### src/pkg/cpa_pkg.sv
/*
  Constants and types shared by both ends of the cyclic parameter-access
  link. Assumes a single 25 MHz clock and active-low asynchronous reset.
*/
package cpa_pkg;
  // Byte offsets in the cyclic images
  localparam int unsigned CPA_OFS_DATA_NUM = 2;
  localparam int unsigned CPA_OFS_FIXED = 4;
  localparam int unsigned CPA_OFS_RD_ID = 30;
  localparam int unsigned CPA_OFS_WR_REQ = 32;
  localparam int unsigned CPA_OFS_WR_ID = 34;
  localparam int unsigned CPA_OFS_DATA = 36;
  localparam int unsigned CPA_OFS_MON = 40;
  // Bit positions
  localparam int unsigned CPA_BIT_WR_REQ = 0;
  localparam int unsigned CPA_BIT_WR_END = 8;
  localparam int unsigned CPA_BIT_WR_ERR = 9;
  localparam int unsigned CPA_BIT_RD_ERR = 10;
  localparam int unsigned CPA_BIT_SERVO_ON = 2;
  localparam int unsigned CPA_BIT_START = 3;
  localparam int unsigned CPA_BIT_DIRECT = 8;
  localparam int unsigned CPA_BIT_FWD = 14;
  localparam int unsigned CPA_BIT_READY = 5;
  localparam int unsigned CPA_BIT_MOVING = 13;
  localparam int unsigned CPA_BIT_START_ERR = 7;
  // Parameter identifiers
  localparam logic [15:0] CPA_ID_OP_TYPE1 = 16'h0C20;
  localparam logic [15:0] CPA_ID_POS1 = 16'h0C21;
  localparam logic [15:0] CPA_ID_MON0 = 16'h007C;
  localparam logic [15:0] CPA_ID_MON1 = 16'h007D;
  localparam logic [15:0] CPA_ID_MON2 = 16'h006D;
  localparam logic [15:0] CPA_ID_MON3 = 16'h007F;
  localparam logic [15:0] CPA_ID_MONADDR0 = 16'h0100;
  localparam logic [15:0] CPA_ID_MAX = 16'h0FFF;
  localparam logic [31:0] CPA_OPTYPE_ABS = 32'h0000_0001;
  localparam logic [15:0] CPA_RST_ZERO16 = 16'h0000;
  localparam logic [31:0] CPA_RST_ZERO32 = 32'h0000_0000;
  // Length of a positioning run, in cycles
  localparam logic [7:0] CPA_RUN_CYCLES = 8'h10;

  typedef logic [15:0] cpa_word_t;
  typedef logic [31:0] cpa_dword_t;
  typedef logic [127:0] cpa_mon_t;
endpackage

### src/pkg/cpa_if.sv
/*
  Cyclic image between the scanner end and the driver end. Assumes both
  ends share mclk; the testbench connects both modports.
*/
`timescale 1ns/1ps
interface cpa_if;
  import cpa_pkg::*;
  cpa_word_t out_data_num;
  cpa_word_t out_fixed;
  cpa_word_t out_rd_id;
  cpa_word_t out_wr_req;
  cpa_word_t out_wr_id;
  cpa_dword_t out_wr_data;
  cpa_word_t in_fixed;
  cpa_word_t in_rd_echo;
  cpa_word_t in_status;
  cpa_word_t in_wr_echo;
  cpa_dword_t in_rd_data;
  cpa_mon_t in_mon;
  modport scanner (
    output out_data_num, out_fixed, out_rd_id, out_wr_req, out_wr_id,
    output out_wr_data,
    input in_fixed, in_rd_echo, in_status, in_wr_echo, in_rd_data, in_mon
  );
  modport driver (
    input out_data_num, out_fixed, out_rd_id, out_wr_req, out_wr_id,
    input out_wr_data,
    output in_fixed, in_rd_echo, in_status, in_wr_echo, in_rd_data, in_mon
  );
endinterface

### src/design/cpa_driver.sv
/*
  Driver end: answers the scanner's output image with the input image,
  keeps a small parameter store, four monitor slots and the stored-data
  start/ready handshake. Assumes the scanner image is synchronous to mclk.
  The remote command word comes from logic on the same clock and uses the
  bit layout of the fixed output word. Only ids 0 to 0xFFF are valid; ids
  0x100 to 0x103 hold the monitor addresses, the entry-1 ids hold type and
  position, and every other valid id reads back as itself. The run is a
  fixed count of cycles, not a motion profile; speed and acceleration are
  left to the logic that consumes the run outputs.
*/
`timescale 1ns/1ps
module cpa_driver (
  input wire logic mclk,
  input wire logic rst_b,
  cpa_if.driver img,
  input wire cpa_pkg::cpa_word_t remote_cmd,
  output logic energised,
  output logic running,
  output logic direct_run,
  output cpa_pkg::cpa_word_t run_data_num,
  output cpa_pkg::cpa_dword_t run_target
);
  import cpa_pkg::*;

  typedef struct packed {
    cpa_word_t fixed_out;
    cpa_word_t rd_echo;
    cpa_word_t status;
    cpa_word_t wr_echo;
    cpa_dword_t rd_data;
    cpa_mon_t mon;
    logic req_prev;
    logic start_prev;
    cpa_dword_t op_type1;
    cpa_dword_t pos1;
    cpa_word_t [3:0] mon_addr;
    logic [7:0] run_cnt;
    logic energised;
    logic running;
    logic direct_run;
    cpa_word_t run_num;
    cpa_dword_t run_target;
  } cpa_drv_s;

  cpa_drv_s st_q, st_d;

  function automatic logic id_ok(input cpa_word_t id);
    id_ok = (id <= CPA_ID_MAX);
  endfunction

  // Four monitor-address ids; upper bound kept exclusive
  function automatic logic is_mon_id(input cpa_word_t id);
    is_mon_id = (id >= CPA_ID_MONADDR0) &&
                (id < CPA_ID_MONADDR0 + 16'h0004);
  endfunction

  // Unmapped ids read back as their own id, zero-extended
  function automatic cpa_dword_t param_rd(input cpa_drv_s s,
                                         input cpa_word_t id);
    cpa_dword_t v;
    v = {CPA_RST_ZERO16, id};
    if (id == CPA_ID_OP_TYPE1) begin
      v = s.op_type1;
    end else if (id == CPA_ID_POS1) begin
      v = s.pos1;
    end else if (is_mon_id(id)) begin
      v = {CPA_RST_ZERO16, s.mon_addr[id[1:0]]};
    end
    param_rd = v;
  endfunction

  logic req_now;
  logic start_now;
  logic direct_now;
  logic direct_rem;
  logic fwd_fixed;
  logic start_rem;
  logic fwd_rem;
  logic start_any;
  logic any_fixed;
  logic any_rem;
  logic conflict;

  always_comb begin
    st_d = st_q;
    req_now = img.out_wr_req[CPA_BIT_WR_REQ];
    start_now = img.out_fixed[CPA_BIT_START];
    direct_now = img.out_fixed[CPA_BIT_DIRECT];
    fwd_fixed = img.out_fixed[CPA_BIT_FWD];
    start_rem = remote_cmd[CPA_BIT_START];
    direct_rem = remote_cmd[CPA_BIT_DIRECT];
    fwd_rem = remote_cmd[CPA_BIT_FWD];
    start_any = start_now | start_rem;
    any_fixed = start_now | fwd_fixed;
    any_rem = start_rem | fwd_rem;
    // One word alone never conflicts; both must ask at once
    conflict = any_fixed & any_rem &
               ((start_now != start_rem) | (fwd_fixed != fwd_rem));
    st_d.req_prev = req_now;
    st_d.start_prev = start_any;
    // Write handshake
    if (req_now && !st_q.req_prev) begin
      st_d.wr_echo = img.out_wr_id;
      st_d.status[CPA_BIT_WR_END] = 1'b1;
      if (!id_ok(img.out_wr_id)) begin
        st_d.status[CPA_BIT_WR_ERR] = 1'b1;
      end else begin
        st_d.status[CPA_BIT_WR_ERR] = 1'b0;
        if (img.out_wr_id == CPA_ID_OP_TYPE1) begin
          st_d.op_type1 = img.out_wr_data;
        end else if (img.out_wr_id == CPA_ID_POS1) begin
          st_d.pos1 = img.out_wr_data;
        end else if (is_mon_id(img.out_wr_id)) begin
          st_d.mon_addr[img.out_wr_id[1:0]] = img.out_wr_data[15:0];
        end
      end
    end else if (!req_now) begin
      // A held request keeps complete up; it drops once request is low
      st_d.status[CPA_BIT_WR_END] = 1'b0;
      st_d.status[CPA_BIT_WR_ERR] = 1'b0;
    end
    // Read path, refreshed every cycle
    st_d.rd_echo = img.out_rd_id;
    st_d.status[CPA_BIT_RD_ERR] = !id_ok(img.out_rd_id);
    if (id_ok(img.out_rd_id)) begin
      st_d.rd_data = param_rd(st_q, img.out_rd_id);
    end else begin
      st_d.rd_data = CPA_RST_ZERO32;
    end
    // Slots refresh every cycle from the stored addresses
    for (int i = 0; i < 4; i++) begin
      st_d.mon[32*i +: 32] = param_rd(st_q, st_q.mon_addr[i]);
    end
    // Motion
    st_d.energised = img.out_fixed[CPA_BIT_SERVO_ON];
    st_d.direct_run = 1'b0;
    // Losing servo-on cuts a run at once; there is no ramp down
    if (!st_d.energised) begin
      st_d.running = 1'b0;
      st_d.run_cnt = 8'h00;
    end else if (st_q.running) begin
      if (st_q.run_cnt == 8'h01) begin
        st_d.running = 1'b0;
      end
      st_d.run_cnt = st_q.run_cnt - 8'h01;
    end else if (direct_now | direct_rem) begin
      // Direct command from either word beats any start
      st_d.direct_run = 1'b1;
    end else if (start_any && !st_q.start_prev) begin
      if (conflict) begin
        st_d.fixed_out[CPA_BIT_START_ERR] = 1'b1;
      end else begin
        st_d.running = 1'b1;
        st_d.run_cnt = CPA_RUN_CYCLES;
        st_d.run_num = img.out_data_num;
        st_d.run_target = st_q.pos1;
        st_d.fixed_out[CPA_BIT_START_ERR] = 1'b0;
      end
    end
    st_d.fixed_out[CPA_BIT_MOVING] = st_d.running;
    // Ready stays low while a start is held, so the end of a run
    // cannot look like a fresh ready to a scanner still holding start
    st_d.fixed_out[CPA_BIT_READY] = st_d.energised & ~st_d.running &
                                    ~start_any;
  end

  always_ff @(posedge mclk or negedge rst_b) begin
    if (!rst_b) begin
      st_q <= '0;
      // Entry 1 starts absolute; slots start on their default ids
      st_q.op_type1 <= CPA_OPTYPE_ABS;
      st_q.mon_addr <= {CPA_ID_MON3, CPA_ID_MON2, CPA_ID_MON1, CPA_ID_MON0};
    end else begin
      st_q <= st_d;
    end
  end

  assign img.in_fixed = st_q.fixed_out;
  assign img.in_rd_echo = st_q.rd_echo;
  assign img.in_status = st_q.status;
  assign img.in_wr_echo = st_q.wr_echo;
  assign img.in_rd_data = st_q.rd_data;
  assign img.in_mon = st_q.mon;
  assign energised = st_q.energised;
  assign running = st_q.running;
  assign direct_run = st_q.direct_run;
  assign run_data_num = st_q.run_num;
  assign run_target = st_q.run_target;
endmodule

### src/flat_wrapper.sv
// flat-port wrapper written by rule: the top's interface ports become plain ports
module cpa_driver_flat import cpa_pkg::*;
  (mclk, rst_b, remote_cmd, energised, running, direct_run, run_data_num, run_target, img_out_data_num, img_out_fixed, img_out_rd_id, img_out_wr_req, img_out_wr_id, img_out_wr_data, img_in_fixed, img_in_rd_echo, img_in_status, img_in_wr_echo, img_in_rd_data, img_in_mon);
  cpa_if img_i ();
  input wire logic mclk;
  input wire logic rst_b;
  input wire cpa_pkg::cpa_word_t remote_cmd;
  output logic energised;
  output logic running;
  output logic direct_run;
  output cpa_pkg::cpa_word_t run_data_num;
  output cpa_pkg::cpa_dword_t run_target;
  input wire logic [$bits(img_i.out_data_num)-1:0] img_out_data_num;
  input wire logic [$bits(img_i.out_fixed)-1:0] img_out_fixed;
  input wire logic [$bits(img_i.out_rd_id)-1:0] img_out_rd_id;
  input wire logic [$bits(img_i.out_wr_req)-1:0] img_out_wr_req;
  input wire logic [$bits(img_i.out_wr_id)-1:0] img_out_wr_id;
  input wire logic [$bits(img_i.out_wr_data)-1:0] img_out_wr_data;
  output wire logic [$bits(img_i.in_fixed)-1:0] img_in_fixed;
  output wire logic [$bits(img_i.in_rd_echo)-1:0] img_in_rd_echo;
  output wire logic [$bits(img_i.in_status)-1:0] img_in_status;
  output wire logic [$bits(img_i.in_wr_echo)-1:0] img_in_wr_echo;
  output wire logic [$bits(img_i.in_rd_data)-1:0] img_in_rd_data;
  output wire logic [$bits(img_i.in_mon)-1:0] img_in_mon;
  assign img_i.out_data_num = img_out_data_num;
  assign img_i.out_fixed = img_out_fixed;
  assign img_i.out_rd_id = img_out_rd_id;
  assign img_i.out_wr_req = img_out_wr_req;
  assign img_i.out_wr_id = img_out_wr_id;
  assign img_i.out_wr_data = img_out_wr_data;
  assign img_in_fixed = img_i.in_fixed;
  assign img_in_rd_echo = img_i.in_rd_echo;
  assign img_in_status = img_i.in_status;
  assign img_in_wr_echo = img_i.in_wr_echo;
  assign img_in_rd_data = img_i.in_rd_data;
  assign img_in_mon = img_i.in_mon;
  cpa_driver u_core (.mclk(mclk), .rst_b(rst_b), .img(img_i), .remote_cmd(remote_cmd), .energised(energised), .running(running), .direct_run(direct_run), .run_data_num(run_data_num), .run_target(run_target));
endmodule
### config.mk
export PLATFORM = sky130hd
export DESIGN_NAME = cpa_driver_flat
export DESIGN_NICKNAME = d
export VERILOG_FILES = /design/src/pkg/cpa_pkg.sv /design/src/pkg/cpa_if.sv /design/src/design/cpa_driver.sv /design/src/flat_wrapper.sv
export SDC_FILE = /design/constraint.sdc
export NUM_CORES = 1
export LEC_CHECK = 0
export BUFFER_PORTS_ARGS = -buffer_cell sky130_fd_sc_hd__buf_2
export CAP_MARGIN = 20
export CORE_ASPECT_RATIO = 1.4
export CORE_UTILIZATION = 50
export CTS_CLUSTER_DIAMETER = 80
export CTS_CLUSTER_SIZE = 20
export DETAILED_ROUTE_END_ITERATION = 10
export PLACE_DENSITY = 0.79
export SYNTH_ARGS = -nofsm -noshare
export SYNTH_HDL_FRONTEND = slang
export SYNTH_SLANG_ARGS = --single-unit
### constraint.sdc
create_clock -name mclk -period 7.7 [get_ports mclk]
set_input_delay 0.77 -clock mclk [delete_from_list [all_inputs] [get_ports mclk]]
set_output_delay 0.77 -clock mclk [all_outputs]
set_load 0.05 [all_outputs]
==> summary.md, run 1 <==
| Metric | Value |
|---|---|
| Status | `finished clean` |
| IO Pins | `405` |
| Post-synth EDFFs | `0` |
| Setup bufs post-CTS | `0` |
| Worst EP required | `between 8 and 9 ns` |
| Most numerous cell in the Yosys netlist | `dfrtp_1` |
| P_leak | `10.1 nW` |
| Total grt overflow | `0` |
| Die W | `~170 µm` |
| RSZ-0062 raised after global routing | `false` |
| Via Count | `13800` |
| Top_reg_cell synth | `dfrtp_1` |
| CP endpoint kind | `flop` |
| Total GRT Usage | `a little over a quarter` |
| Maximum fanout along the worst path | `21` |
| WL/cell | `roughly 24 µm` |
| Post-synth top area share | `45.8%` |
| DRC | `0` |
| Crit-path cells | `or4_1 > nor4_1 > and3_1 > buf_4 > nand2_1 > a22o_1` |
| Share of cells above drive strength 1 | `36.8%` |
| TritonCTS Sinks | `approximately 390` |
| Combinational share of power | `roughly 11%` |
| Setup TNS | `0 ns` |
| Crit path depth | `6` |
| Initial Utilization | `between 50% and 60%` |
| Crit path buf inv count | `1` |
| Min-Delay Path Class | `in2async` |
| Syn Area/Cell | `11.4 µm²` |
| CTS Hold Bufs | `0` |
| Clock transition at path regs | `roughly 0.09 ns` |
| Critical Path AT | `about 4.1 ns` |
| CP delay by family, top | `simple AND/OR/NAND/NOR gates` |
| Post-route ant nets | `0` |
| Switch share | `26.7%` |
| Final period utilization | `47.6%` |
| R2r endpoint | `u_core.img.in_mon[32]$_DFF_PN0_` |
| Total power | `3.73 mW` |
| R2r setup slk | `4.03 ns` |
| Die Footprint | `40300 µm²` |
| Peak supply drop | `0.000131 V` |
| Startpoint types | `flop` |
| Placed Area | `between 15000 and 20000 µm²` |
| Max-cap check violation count | `0` |
| Launching point of the worst reg2reg path | `u_core.st_q[90]$_DFFE_PN0P_` |
| Ranking of synthesized cells by area | `dfrtp_1, buf_4, mux2_2` |
| Pin count of the biggest net entering global routing | `150` |
| Core area | `between 30000 and 40000 µm²` |
| Synth unique cells | `65` |
| Cts repair resizes | `0` |
| Area Growth Syn to Fin | `4.56%` |
| Port Buffers | `338` |
| Yosys reg bits | `386` |
| Number of vias per cell | `5.96` |
| Reg2Reg Depth | `6` |
| Pwr/cell area | `181 nW/µm²` |
| CTS tree | `done` |
| Row count | `85` |
| Slew Viols, Final | `0` |
| Clock Power Share | `between 30% and 40%` |
| F_max | `273 MHz` |
| Global placement routability congestion | `0.921` |
| Final Hold Vio Count | `0` |
| CTS H-tree depth | `1` |
| WHS | `0.254 ns` |
| Power Internal | `2.74 mW` |
| Ys Warns | `0` |
| Final wirelength | `55600 µm` |
| Post-route cell area | `between 20000 and 25000 µm²` |
| Slowest stage delay, CP | `0.84 ns` |
| Detailed-router iteration count before antenna repair | `8` |
| Max_slew headroom | `21.7%` |
| CP startpoint | `u_core.st_q[90]$_DFFE_PN0P_` |
| DP HPWL | `37800 µm` |
| Vias in the first global route | `13500` |
| Final Setup Violations | `0` |
| Clk root buf | `clkbuf_16` |
| Die Ht | `237 µm` |
| Seq/Total Area, Yosys | `49.0%` |
| First-pass GRT wire length | `82100 µm` |
| CTS Buf Count | `23` |
| Actual slew at the worst max-slew pin | `approximately 1.2 ns` |
| Final #Nets | `1909` |
| Initial antenna violation count | `6` |
| Flop pwr share | `56.1%` |
| NetSw | `between 0.9 and 1 mW` |
| Final min period | `between 3 and 4 ns` |
| Area leader, netlist | `dfrtp_1` |
| Syn Std Cell Area | `19800 µm²` |
| Ys async rst share | `100%` |
| DRT iter0 DRCs | `1491` |
| Clock Latency Late Sink | `around 0.55 ns` |
| Fillers | `3374` |
| Mapped Cells | `around 1700` |
| Final Skew | `0.0243 ns` |
| Synth cell count leaders | `dfrtp_1, buf_4, mux2_2` |
| Critical path's slowest cell | `nor4_1` |
| Clock buffer depth | `3` |
| Kind of critical path | `reg2reg` |
## layout by cell type, fill, tap and decap left out, types with 4 or more instances in the layout
cell       count
a31oi_1       10
a22o_1        47
nor2_1        84
nand4b_1       5
or4_1         11
a21oi_1       78
nor4_1        13
mux2_4        30
conb_1        26
nor3_1        19
nand3_1       11
mux4_2        17
clkbuf_1      17
buf_2        337
nand2_1       93
buf_4         24
mux2i_1      113
o22ai_1        5
dfstp_2       24
o21ai_0       85
a22oi_1       16
nand4_1        4
a211oi_1      23
inv_1         35
or2_2          4
nor2b_1        4
dfrtp_1      361
a221oi_1      18
mux2_2       175
nand2b_1       5
xor2_1         6
clkbuf_16     23
nor2_2         4
or4b_2         4
## power by group through the flow
stage / logic, mW / clock network, mW / registers [mW]
2_1_floorplan: 0.344 / 0 / 2.13
3_3_place_gp: 0.408 / 0 / 2.13
3_5_place_dp: 0.415 / 0 / 2.14
4_1_cts: 0.416 / 1.25 / 2.10
5_1_grt: 0.439 / 1.33 / 2.10
6_report: 0.413 / 1.23 / 2.10
## cells by family after synthesis
kind of cell	synth area share [%]
flip-flops	49.0
AO/OA/AOI/OAI	9.90
multiplexers	19.9
buffers and inverters	13.4
XOR/XNOR	0.310
adder cells (fa/ha/maj)	0.190
other	0.0190
AND/OR/NAND/NOR	7.23
## layout make-up
class	instances	area (µm²)	area share, %
clock buffers	40	639	3.09
flip-flops and latches	386	9690	46.9
well taps	522	653	3.16
clock inverters	1	16.3	0.0787
repair buffers	366	1940	9.41
diodes	2	5.00	0.0242
inverters	36	135	0.654
multi-input cells	963	7580	36.7
## how the worst max path moves through the flow
| stage | endpoint | slack, ns |
|---|---|---|
| 2_1_floorplan | u_core.st_q[157]$_DFFE_PN0P_ | 4.69 |
| 3_3_place_gp | u_core.st_q[69]$_DFFE_PN0P_ | 3.86 |
| 4_1_cts | u_core.img.in_mon[32]$_DFF_PN0_ | 4.17 |
| 6_report | u_core.img.in_mon[32]$_DFF_PN0_ | 4.03 |
| 3_5_place_dp | u_core.st_q[121]$_DFFE_PN0P_ | 3.95 |
| 5_1_grt | u_core.img.in_mon[32]$_DFF_PN0_ | 4.02 |
## per-layer routing
| metal | global-route usage, % | part of all wire [%] | up-vias |
|---|---|---|---|
| met5 | 0 | 0.083 | - |
| met4 | 12.9 | 5.0 | 8 |
| met3 | 5.19 | 8.6 | 207 |
| met2 | 47.4 | 50 | 820 |
| met1 | 31.7 | 36 | 6850 |
| li1 | - | - | 5915 |
## per-stage QoR
step	utilization [%]	cells	worst slack [ns]
2_1_floorplan	-	1763	4.69
3_3_place_gp	51.6	2270	3.86
3_5_place_dp	51.6	2272	3.95
4_1_cts	53.3	2313	4.17
5_1_grt	53.4	2316	4.02
6_report	53.4	2316	4.03
## registers in the layout (all words and copies together) (netlist names)
register	cells
u_core.run_target	32
u_core.img.in_wr_echo	16
u_core.img.in_fixed	3
u_core.st_q	138
u_core.run_data_num	16
u_core.img.in_mon	128
u_core.img.in_status	3
u_core.energised	1
u_core.img.in_rd_echo	16
u_core.direct_run	1
u_core.img.in_rd_data	32
## worst register-to-register path, cell delays in order (launching register included)
cell and delay, ns:
dfrtp_1 0.48, or4_1 0.68, nor4_1 0.84, and3_1 0.79, buf_4 0.44, nand2_1 0.11
a22o_1 0.20
No activity file was read; power rests on OpenSTA's default activity.
==> run 2, diff against run 1 <==
--- a/config.mk
+++ b/config.mk
@@ -5,6 +5,7 @@
 export SDC_FILE = /design/constraint.sdc
 export NUM_CORES = 1
 export LEC_CHECK = 0
+export ABC_AREA = 1
 export BUFFER_PORTS_ARGS = -buffer_cell sky130_fd_sc_hd__buf_2
 export CAP_MARGIN = 20
 export CORE_ASPECT_RATIO = 1.4
@@ -12,7 +13,7 @@
 export CTS_CLUSTER_DIAMETER = 80
 export CTS_CLUSTER_SIZE = 20
 export DETAILED_ROUTE_END_ITERATION = 10
-export PLACE_DENSITY = 0.79
+export PLACE_DENSITY = 0.81
 export SYNTH_ARGS = -nofsm -noshare
 export SYNTH_HDL_FRONTEND = slang
 export SYNTH_SLANG_ARGS = --single-unit
==> constraint.sdc (replaced) <==
create_clock -name mclk -period 3 [get_ports mclk]
set_input_delay 0.3 -clock mclk [delete_from_list [all_inputs] [get_ports mclk]]
set_output_delay 0.3 -clock mclk [all_outputs]
set_load 0.05 [all_outputs]
==> summary.md, run 2 <==
| Metric | Value |
|---|---|
| Status | `finished clean (unchanged)` |
| CP most frequent cell | `nor2_1` |
| RSZ-0062 raised after global routing | `false (unchanged)` |
| Most common cell after layout, fill and taps aside | `nand2_1 (was dfrtp_1)` |
| Initial antenna violation count | `0 (was 6)` |
| Pin count of the biggest net entering global routing | `80 (was 150)` |
| Fillers | `3567 (was 3374)` |
| Critical path's slowest cell | `dfrtp_1 (was nor4_1)` |
| Ranking of synthesized cells by area | `dfrtp_1, nand2_1, buf_4 (was dfrtp_1, buf_4, mux2_2)` |
| Area Growth Syn to Fin | `9.33% (was 4.56%)` |
| Syn Area/Cell | `7.76 µm² (was 11.4 µm²)` |
| Combinational share of power | `11.9% (was 11.1%)` |
| Setup TNS | `0 ns (unchanged)` |
| Port Buffers | `338 (unchanged)` |
| Worst EP required | `3.43 ns (was 8.12 ns)` |
| Initial Utilization | `51.1% (was 51.0%)` |
| Ys Warns | `0 (unchanged)` |
| Core area | `40600 µm² (was 38700 µm²)` |
| Synth cell count leaders | `nand2_1, dfrtp_1, buf_4 (was dfrtp_1, buf_4, mux2_2)` |
| Clock Power Share | `33.2% (was 32.8%)` |
| Cts repair resizes | `0 (unchanged)` |
| Clock transition at path regs | `0.09 ns (about the same)` |
| Clock buffer depth | `3 (unchanged)` |
| Total grt overflow | `0 (unchanged)` |
| Crit-path cells | `nor2_1 > nand2_1 > nor2_1 > nand3_1 > buf_12 > o22ai_1 (was or4_1 > nor4_1 > and3_1 > buf_4 > nand2_1 > a22o_1)` |
| Slowest stage delay, CP | `0.55 ns (was 0.84 ns)` |
| Critical Path AT | `3.07 ns (was 4.09 ns)` |
| Peak supply drop | `0.000405 V (was 0.000131 V)` |
| Total GRT Usage | `35.1% (was 27.1%)` |
| Number of vias per cell | `5.83 (was 5.96)` |
| Die Footprint | `42300 µm² (was 40300 µm²)` |
| CTS tree | `done (unchanged)` |
| P_leak | `11.6 nW (was 10.1 nW)` |
| Seq/Total Area, Yosys | `46.7% (was 49.0%)` |
| Synth unique cells | `38 (was 65)` |
| Ys async rst share | `100% (unchanged)` |
| Most frequent cells in the layout | `nand2_1, dfrtp_1, buf_2, o21ai_0, nand3_1 (was dfrtp_1, buf_2, mux2_2, mux2i_1, nand2_1)` |
| Most numerous cell in the Yosys netlist | `nand2_1 (was dfrtp_1)` |
| Final #Nets | `2932 (was 1909)` |
| Reg with most FFs | `u_core.st_q (unchanged)` |
| Syn Std Cell Area | `20800 µm² (was 19800 µm²)` |
| Pwr/cell area | `431 nW/µm² (was 181 nW/µm²)` |
| Reg area | `9690 µm² (about the same)` |
| NetSw | `2.74 mW (was 0.997 mW)` |
| Clk root buf | `clkbuf_16 (unchanged)` |
| Die Ht | `243 µm (was 237 µm)` |
| Switch share | `28.0% (was 26.7%)` |
| Power Internal | `7.05 mW (was 2.74 mW)` |
| Row count | `87 (was 85)` |
| Min-Delay Path Class | `in2reg (was in2async)` |
| Share of cells above drive strength 1 | `18.0% (was 36.8%)` |
| XOR/XNOR Fraction of Synth Area | `0.0422% (was 0.310%)` |
| Largest register FFs | `138 (unchanged)` |
| Final Skew | `0.0368 ns (was 0.0243 ns)` |
| Actual slew at the worst max-slew pin | `0.881 ns (was 1.17 ns)` |
| Adder-cell share of the synthesized area | `0.181% (was 0.190%)` |
| Post-synth EDFFs | `0 (unchanged)` |
| Final Setup Violations | `0 (unchanged)` |
| Post-route ant nets | `0 (unchanged)` |
| Mapped Cells | `2674 (was 1738)` |
| Vias in the first global route | `18700 (was 13500)` |
| Die W | `174 µm (was 170 µm)` |
| Via Count | `19500 (was 13800)` |
| Max-cap check violation count | `0 (unchanged)` |
| Post-synthesis compound-gate area fraction | `9.63% (was 9.90%)` |
| DRC | `0 (unchanged)` |
| Flop pwr share | `54.9% (was 56.1%)` |
| Slew Viols, Final | `0 (unchanged)` |
| IO Pins | `405 (unchanged)` |
| Yosys reg bits | `386 (unchanged)` |
| Global placement routability congestion | `1.00 (was 0.921)` |
| CTS H-tree depth | `1 (unchanged)` |
| Post-synth top area share | `43.7% (was 45.8%)` |
| WL/cell | `22.5 µm (was 24.0 µm)` |
| Final min period | `2.64 ns (was 3.67 ns)` |
| Detailed-router iteration count before antenna repair | `6 (was 8)` |
| Final wirelength | `75500 µm (was 55600 µm)` |
| Max_slew headroom | `41.2% (was 21.7%)` |
| First-pass GRT wire length | `113000 µm (was 82100 µm)` |
| TritonCTS Sinks | `386 (unchanged)` |
| DRT iter0 DRCs | `2245 (was 1491)` |
| Top_reg_cell synth | `dfrtp_1 (unchanged)` |
| CP endpoint kind | `flop (unchanged)` |
| Final non-filler cell total | `3350 (was 2316)` |
| Final Hold Vio Count | `0 (unchanged)` |
| Largest family of logic cells by synthesized area | `simple AND/OR/NAND/NOR gates (was multiplexers)` |
| Diodes inserted | `0 (was 2)` |
| DP HPWL | `54400 µm (was 37800 µm)` |
| Post-synthesis mux area share | `0% (was 19.9%)` |
| CTS Buf Count | `23 (unchanged)` |
| Final period utilization | `88.2% (was 47.6%)` |
| Clock Latency Late Sink | `0.59 ns (was 0.55 ns)` |
| Kind of critical path | `reg2reg (unchanged)` |
| F_max | `378 MHz (was 273 MHz)` |
| Placed Cells incl. Taps | `3248 (was 2272)` |
| Synth Area in Simple Gates | `26.8% (was 7.23%)` |
| Area leader, netlist | `dfrtp_1 (unchanged)` |
| Startpoint types | `flop (unchanged)` |
| Multi-input logic area | `7730 µm² (was 7580 µm²)` |
| Maximum fanout along the worst path | `16 (was 21)` |
[run 2: layer usage]
layer	GRT usage, %	wire length (µm)	up-vias
met2	59.2	36100	1394
met4	22.5	5240	0
met5	0	0	-
li1	-	-	8654
met3	5.97	7040	300
met1	41.3	27100	9173
[run 2: path summary, 6_finish.rpt]
check                                               startpoint                                  end  slack [ns]  depth (start not counted)
min                                        img_out_wr_data[16]         u_core.st_q[171]$_DFFE_PN0P_        0.01                          3
max in group asynchronous                                rst_b          u_core.st_q[97]$_DFFE_PN1P_        1.81                          3
min in group asynchronous                                rst_b      u_core.img.in_mon[62]$_DFF_PN0_        0.28                          2
max                                u_core.st_q[98]$_DFFE_PN0P_      u_core.img.in_mon[90]$_DFF_PN0_        0.36                          6
min reg2reg                u_core.run_data_num[11]$_DFFE_PN0P_  u_core.run_data_num[11]$_DFFE_PN0P_        0.48                          2
max reg2reg                        u_core.st_q[98]$_DFFE_PN0P_      u_core.img.in_mon[90]$_DFF_PN0_        0.36                          6
[run 2: what timing repair did]
item	CTS	global route
hold buffers	59	1
hold endpoints to repair	130	1
setup buffers	0	0
[run 2: critical path: cells and delay by family, from the launching register on]
kind	cells	cell delay, ns
buffers and inverters	1	0.24
DFF	1	0.55
and+or+nand+nor	4	1.30
AOI/OAI and AO/OA	1	0.38
[run 2: cell type report]
cell class | count | area share, %
sequential | 386 | 42.7
multi-input combinational | 1686 | 34.1
timing repair buffer | 494 | 13.9
inverter | 208 | 3.44
tap | 534 | 2.94
clock buffer | 39 | 2.80
clock inverter | 3 | 0.116
[run 2: kinds of logic (layout without fill, tap and decap cells)]
logic type,after synthesis,count (layout)
compound gates,364,364
xor+xnor,1,1
fa+ha+maj,3,3
buf+inv,627,744
flops,386,386
other cells,1,26
simple gates,1292,1292
[run 2: per-stage QoR]
stage / setup WS (ns) / instance area (µm²) / util (%) / power, mW / hold WS (ns)
global placement: 0.616 / 21400 / 52.8 / 6.52 / 0.323
finish: 0.355 / 22700 / 55.9 / 9.79 / 0.00970
CTS: 0.465 / 22700 / 55.9 / 9.80 / 0.000761
detailed placement: 0.501 / 21400 / 52.8 / 6.55 / 0.321
floorplan: 1.16 / 20800 / - / 6.31 / 0.00441
global route: 0.259 / 22700 / 55.9 / 10.1 / 0.0217
[run 2: power by group through the flow]
stage | combinational, mW | sequential [mW] | clock, mW
after detailed placement | 1.08 | 5.47 | 0
after CTS | 1.15 | 5.37 | 3.29
after floorplan | 0.849 | 5.46 | 0
after global placement | 1.06 | 5.46 | 0
final | 1.16 | 5.37 | 3.25
after global routing | 1.23 | 5.39 | 3.47
==> run 3, diff against run 2 <==
--- a/config.mk
+++ b/config.mk
@@ -13,7 +13,9 @@
 export CTS_CLUSTER_DIAMETER = 80
 export CTS_CLUSTER_SIZE = 20
 export DETAILED_ROUTE_END_ITERATION = 10
+export MAX_ROUTING_LAYER = met4
 export PLACE_DENSITY = 0.81
+export RECOVER_POWER = 100
 export SYNTH_ARGS = -nofsm -noshare
 export SYNTH_HDL_FRONTEND = slang
 export SYNTH_SLANG_ARGS = --single-unit
==> summary.md, run 3 (synthesized netlist as in run 2, its figures left out) <==
| Metric | Value |
|---|---|
| F_max | `367 MHz (was 378 MHz)` |
| Largest register FFs | `138 (unchanged)` |
| Total power | `9.81 mW (was 9.79 mW)` |
| WL/cell | `22.9 µm (was 22.5 µm)` |
| Clock buffer depth | `3 (unchanged)` |
| Setup TNS | `0 ns (unchanged)` |
| Final non-filler cell total | `3336 (was 3350)` |
| Core area | `40600 µm² (unchanged)` |
| Diodes inserted | `0 (unchanged)` |
| Fin util | `54.6% (was 55.9%)` |
| Die Footprint | `42300 µm² (unchanged)` |
| WHS | `0.0189 ns (was 0.00970 ns)` |
| Fillers | `3838 (was 3567)` |
| TritonCTS Sinks | `386 (unchanged)` |
| Area Growth Syn to Fin | `6.74% (was 9.33%)` |
| Clock transition at path regs | `0.08 ns (was 0.09 ns)` |
| Most common cell after layout, fill and taps aside | `nand2_1 (unchanged)` |
| Detailed-router iteration count before antenna repair | `7 (was 6)` |
| Worst EP required | `3.50 ns (was 3.43 ns)` |
| Most frequent cells in the layout | `nand2_1, dfrtp_1, clkbuf_1, o21ai_0, nand3_1 (was nand2_1, dfrtp_1, buf_2, o21ai_0, nand3_1)` |
| Max-cap check violation count | `1 (was 0)` |
| Row count | `87 (unchanged)` |
| Cts repair resizes | `0 (unchanged)` |
| RSZ-0062 raised after global routing | `false (unchanged)` |
| Total grt overflow | `0 (unchanged)` |
| Pre-CTS WS | `0.563 ns (was 0.501 ns)` |
| Final min period | `2.73 ns (was 2.64 ns)` |
| First-pass GRT wire length | `114000 µm (was 113000 µm)` |
| IO Pins | `405 (unchanged)` |
| Slowest stage delay, CP | `0.53 ns (was 0.55 ns)` |
| Maximum fanout along the worst path | `16 (unchanged)` |
| Final Setup Violations | `0 (unchanged)` |
| Total GRT Usage | `36.7% (was 35.1%)` |
| Failing checks | `max-capacitance violations, max-slew violations` |
| Critical path's slowest cell | `nor2_1 (was dfrtp_1)` |
| Post-route ant nets | `0 (unchanged)` |
| CP delay by family, top | `simple AND/OR/NAND/NOR gates (unchanged)` |
| Via Count | `19400 (was 19500)` |
| Pin count of the biggest net entering global routing | `91 (was 80)` |
| Port Buffers | `338 (unchanged)` |
| Die W | `174 µm (unchanged)` |
| Multi-input logic area | `7710 µm² (was 7730 µm²)` |
| Clock Latency Late Sink | `0.58 ns (was 0.59 ns)` |
| Crit path buf inv count | `3 (was 1)` |
| DP HPWL | `55200 µm (was 54400 µm)` |
| Actual slew at the worst max-slew pin | `2.14 ns (was 0.881 ns)` |
| Final #Nets | `2919 (was 2932)` |
| Crit-path cells | `inv_1 > nand3_1 > nor2_1 > nand3b_1 > dlymetal6s2s_1 > o22ai_1 > buf_4 (was nor2_1 > nand2_1 > nor2_1 > nand3_1 > buf_12 > o22ai_1)` |
| Vias in the first global route | `18800 (was 18700)` |
| Pwr/cell area | `443 nW/µm² (was 431 nW/µm²)` |
| Max_slew headroom | `-42.6% (was 41.2%)` |
| Placed Cells incl. Taps | `3246 (was 3248)` |
| Final worst slack | `0.274 ns (was 0.355 ns)` |
| Reg area | `9690 µm² (unchanged)` |
| Final Hold Vio Count | `0 (unchanged)` |
| Reg with most FFs | `u_core.st_q (unchanged)` |
| Post-route cell area | `22200 µm² (was 22700 µm²)` |
| Clk root buf | `clkbuf_16 (unchanged)` |
| CTS tree | `done (unchanged)` |
| Global placement routability congestion | `1.01 (was 1.00)` |
| Min-Delay Path Class | `in2reg (unchanged)` |
| Initial antenna violation count | `0 (unchanged)` |
| CTS H-tree depth | `1 (unchanged)` |
| P_leak | `10.5 nW (was 11.6 nW)` |
| Initial Utilization | `51.1% (unchanged)` |
| Peak supply drop | `0.000463 V (was 0.000405 V)` |
| Slew Viols, Final | `77 (was 0)` |
| Setup bufs post-CTS | `0 (unchanged)` |
| Number of vias per cell | `5.81 (was 5.83)` |
| Startpoint types | `flop (unchanged)` |
| DRC | `0 (unchanged)` |
| Kind of critical path | `reg2reg (unchanged)` |
| Final period utilization | `90.9% (was 88.2%)` |
| Final wirelength | `76200 µm (was 75500 µm)` |
| Critical Path AT | `3.22 ns (was 3.07 ns)` |
| CTS Buf Count | `23 (unchanged)` |
| Placed Area | `21400 µm² (about the same)` |
| Final Skew | `0.0362 ns (was 0.0368 ns)` |
| Share of cells above drive strength 1 | `7.96% (was 18.0%)` |
| CP endpoint kind | `flop (unchanged)` |
| Status | `finished with violations (was finished clean)` |
| DRT iter0 DRCs | `2216 (was 2245)` |
| Die Ht | `243 µm (unchanged)` |
## run 3: worst register-to-register path, delay by kind of cell (launching register included)
kind | cells | cell delay [ns]
buffers and inverters | 3 | 0.78
DFF | 1 | 0.52
and+or+nand+nor | 3 | 1.05
AOI/OAI and AO/OA | 1 | 0.30
## run 3: routing by layer
layer,part of all wire [%],up-vias,global-route usage [%]
met5,0,-,-
met2,48,1314,60.2
li1,-,8623,-
met1,36,9159,41.7
met4,7.6,0,23.9
met3,8.7,296,5.22
## run 3: path summary, 6_finish.rpt
kind                            slack [ns]  cells after the start                                  start                                    end
worst max-delay path                  0.27                      7            u_core.st_q[87]$_DFFE_PN0P_        u_core.img.in_mon[62]$_DFF_PN0_
worst min-delay path                  0.02                      3                    img_out_wr_data[26]           u_core.st_q[149]$_DFFE_PN0P_
worst max register to register        0.27                      7            u_core.st_q[87]$_DFFE_PN0P_        u_core.img.in_mon[62]$_DFF_PN0_
worst min register to register        0.48                      2  u_core.img.in_wr_echo[15]$_DFFE_PN0P_  u_core.img.in_wr_echo[15]$_DFFE_PN0P_
max in group asynchronous             0.63                      3                                  rst_b       u_core.img.in_mon[108]$_DFF_PN0_
min in group asynchronous             0.88                      2                                  rst_b        u_core.img.in_mon[22]$_DFF_PN0_
## run 3: timing repair
item | CTS | global route
endpoints found under the hold margin | 121 | 0
endpoints found under the setup margin | 0 | 0
hold buffers | 49 | 0
## run 3: cell type report
cell class | count | area share, %
clock buffers | 38 | 2.85
inverters | 208 | 3.52
clock inverters | 3 | 0.198
flip-flops and latches | 386 | 43.7
well taps | 534 | 3.02
multi-input cells | 1686 | 34.8
repair buffers | 481 | 11.8
## run 3: power breakdown
group / total [mW] / internal, mW / leakage (nW) / switching (mW)
sequential: 5.38 / 5.31 / 5.06 / 0.0647
clock: 3.32 / 1.54 / 0.320 / 1.78
combinational: 1.11 / 0.221 / 5.08 / 0.890
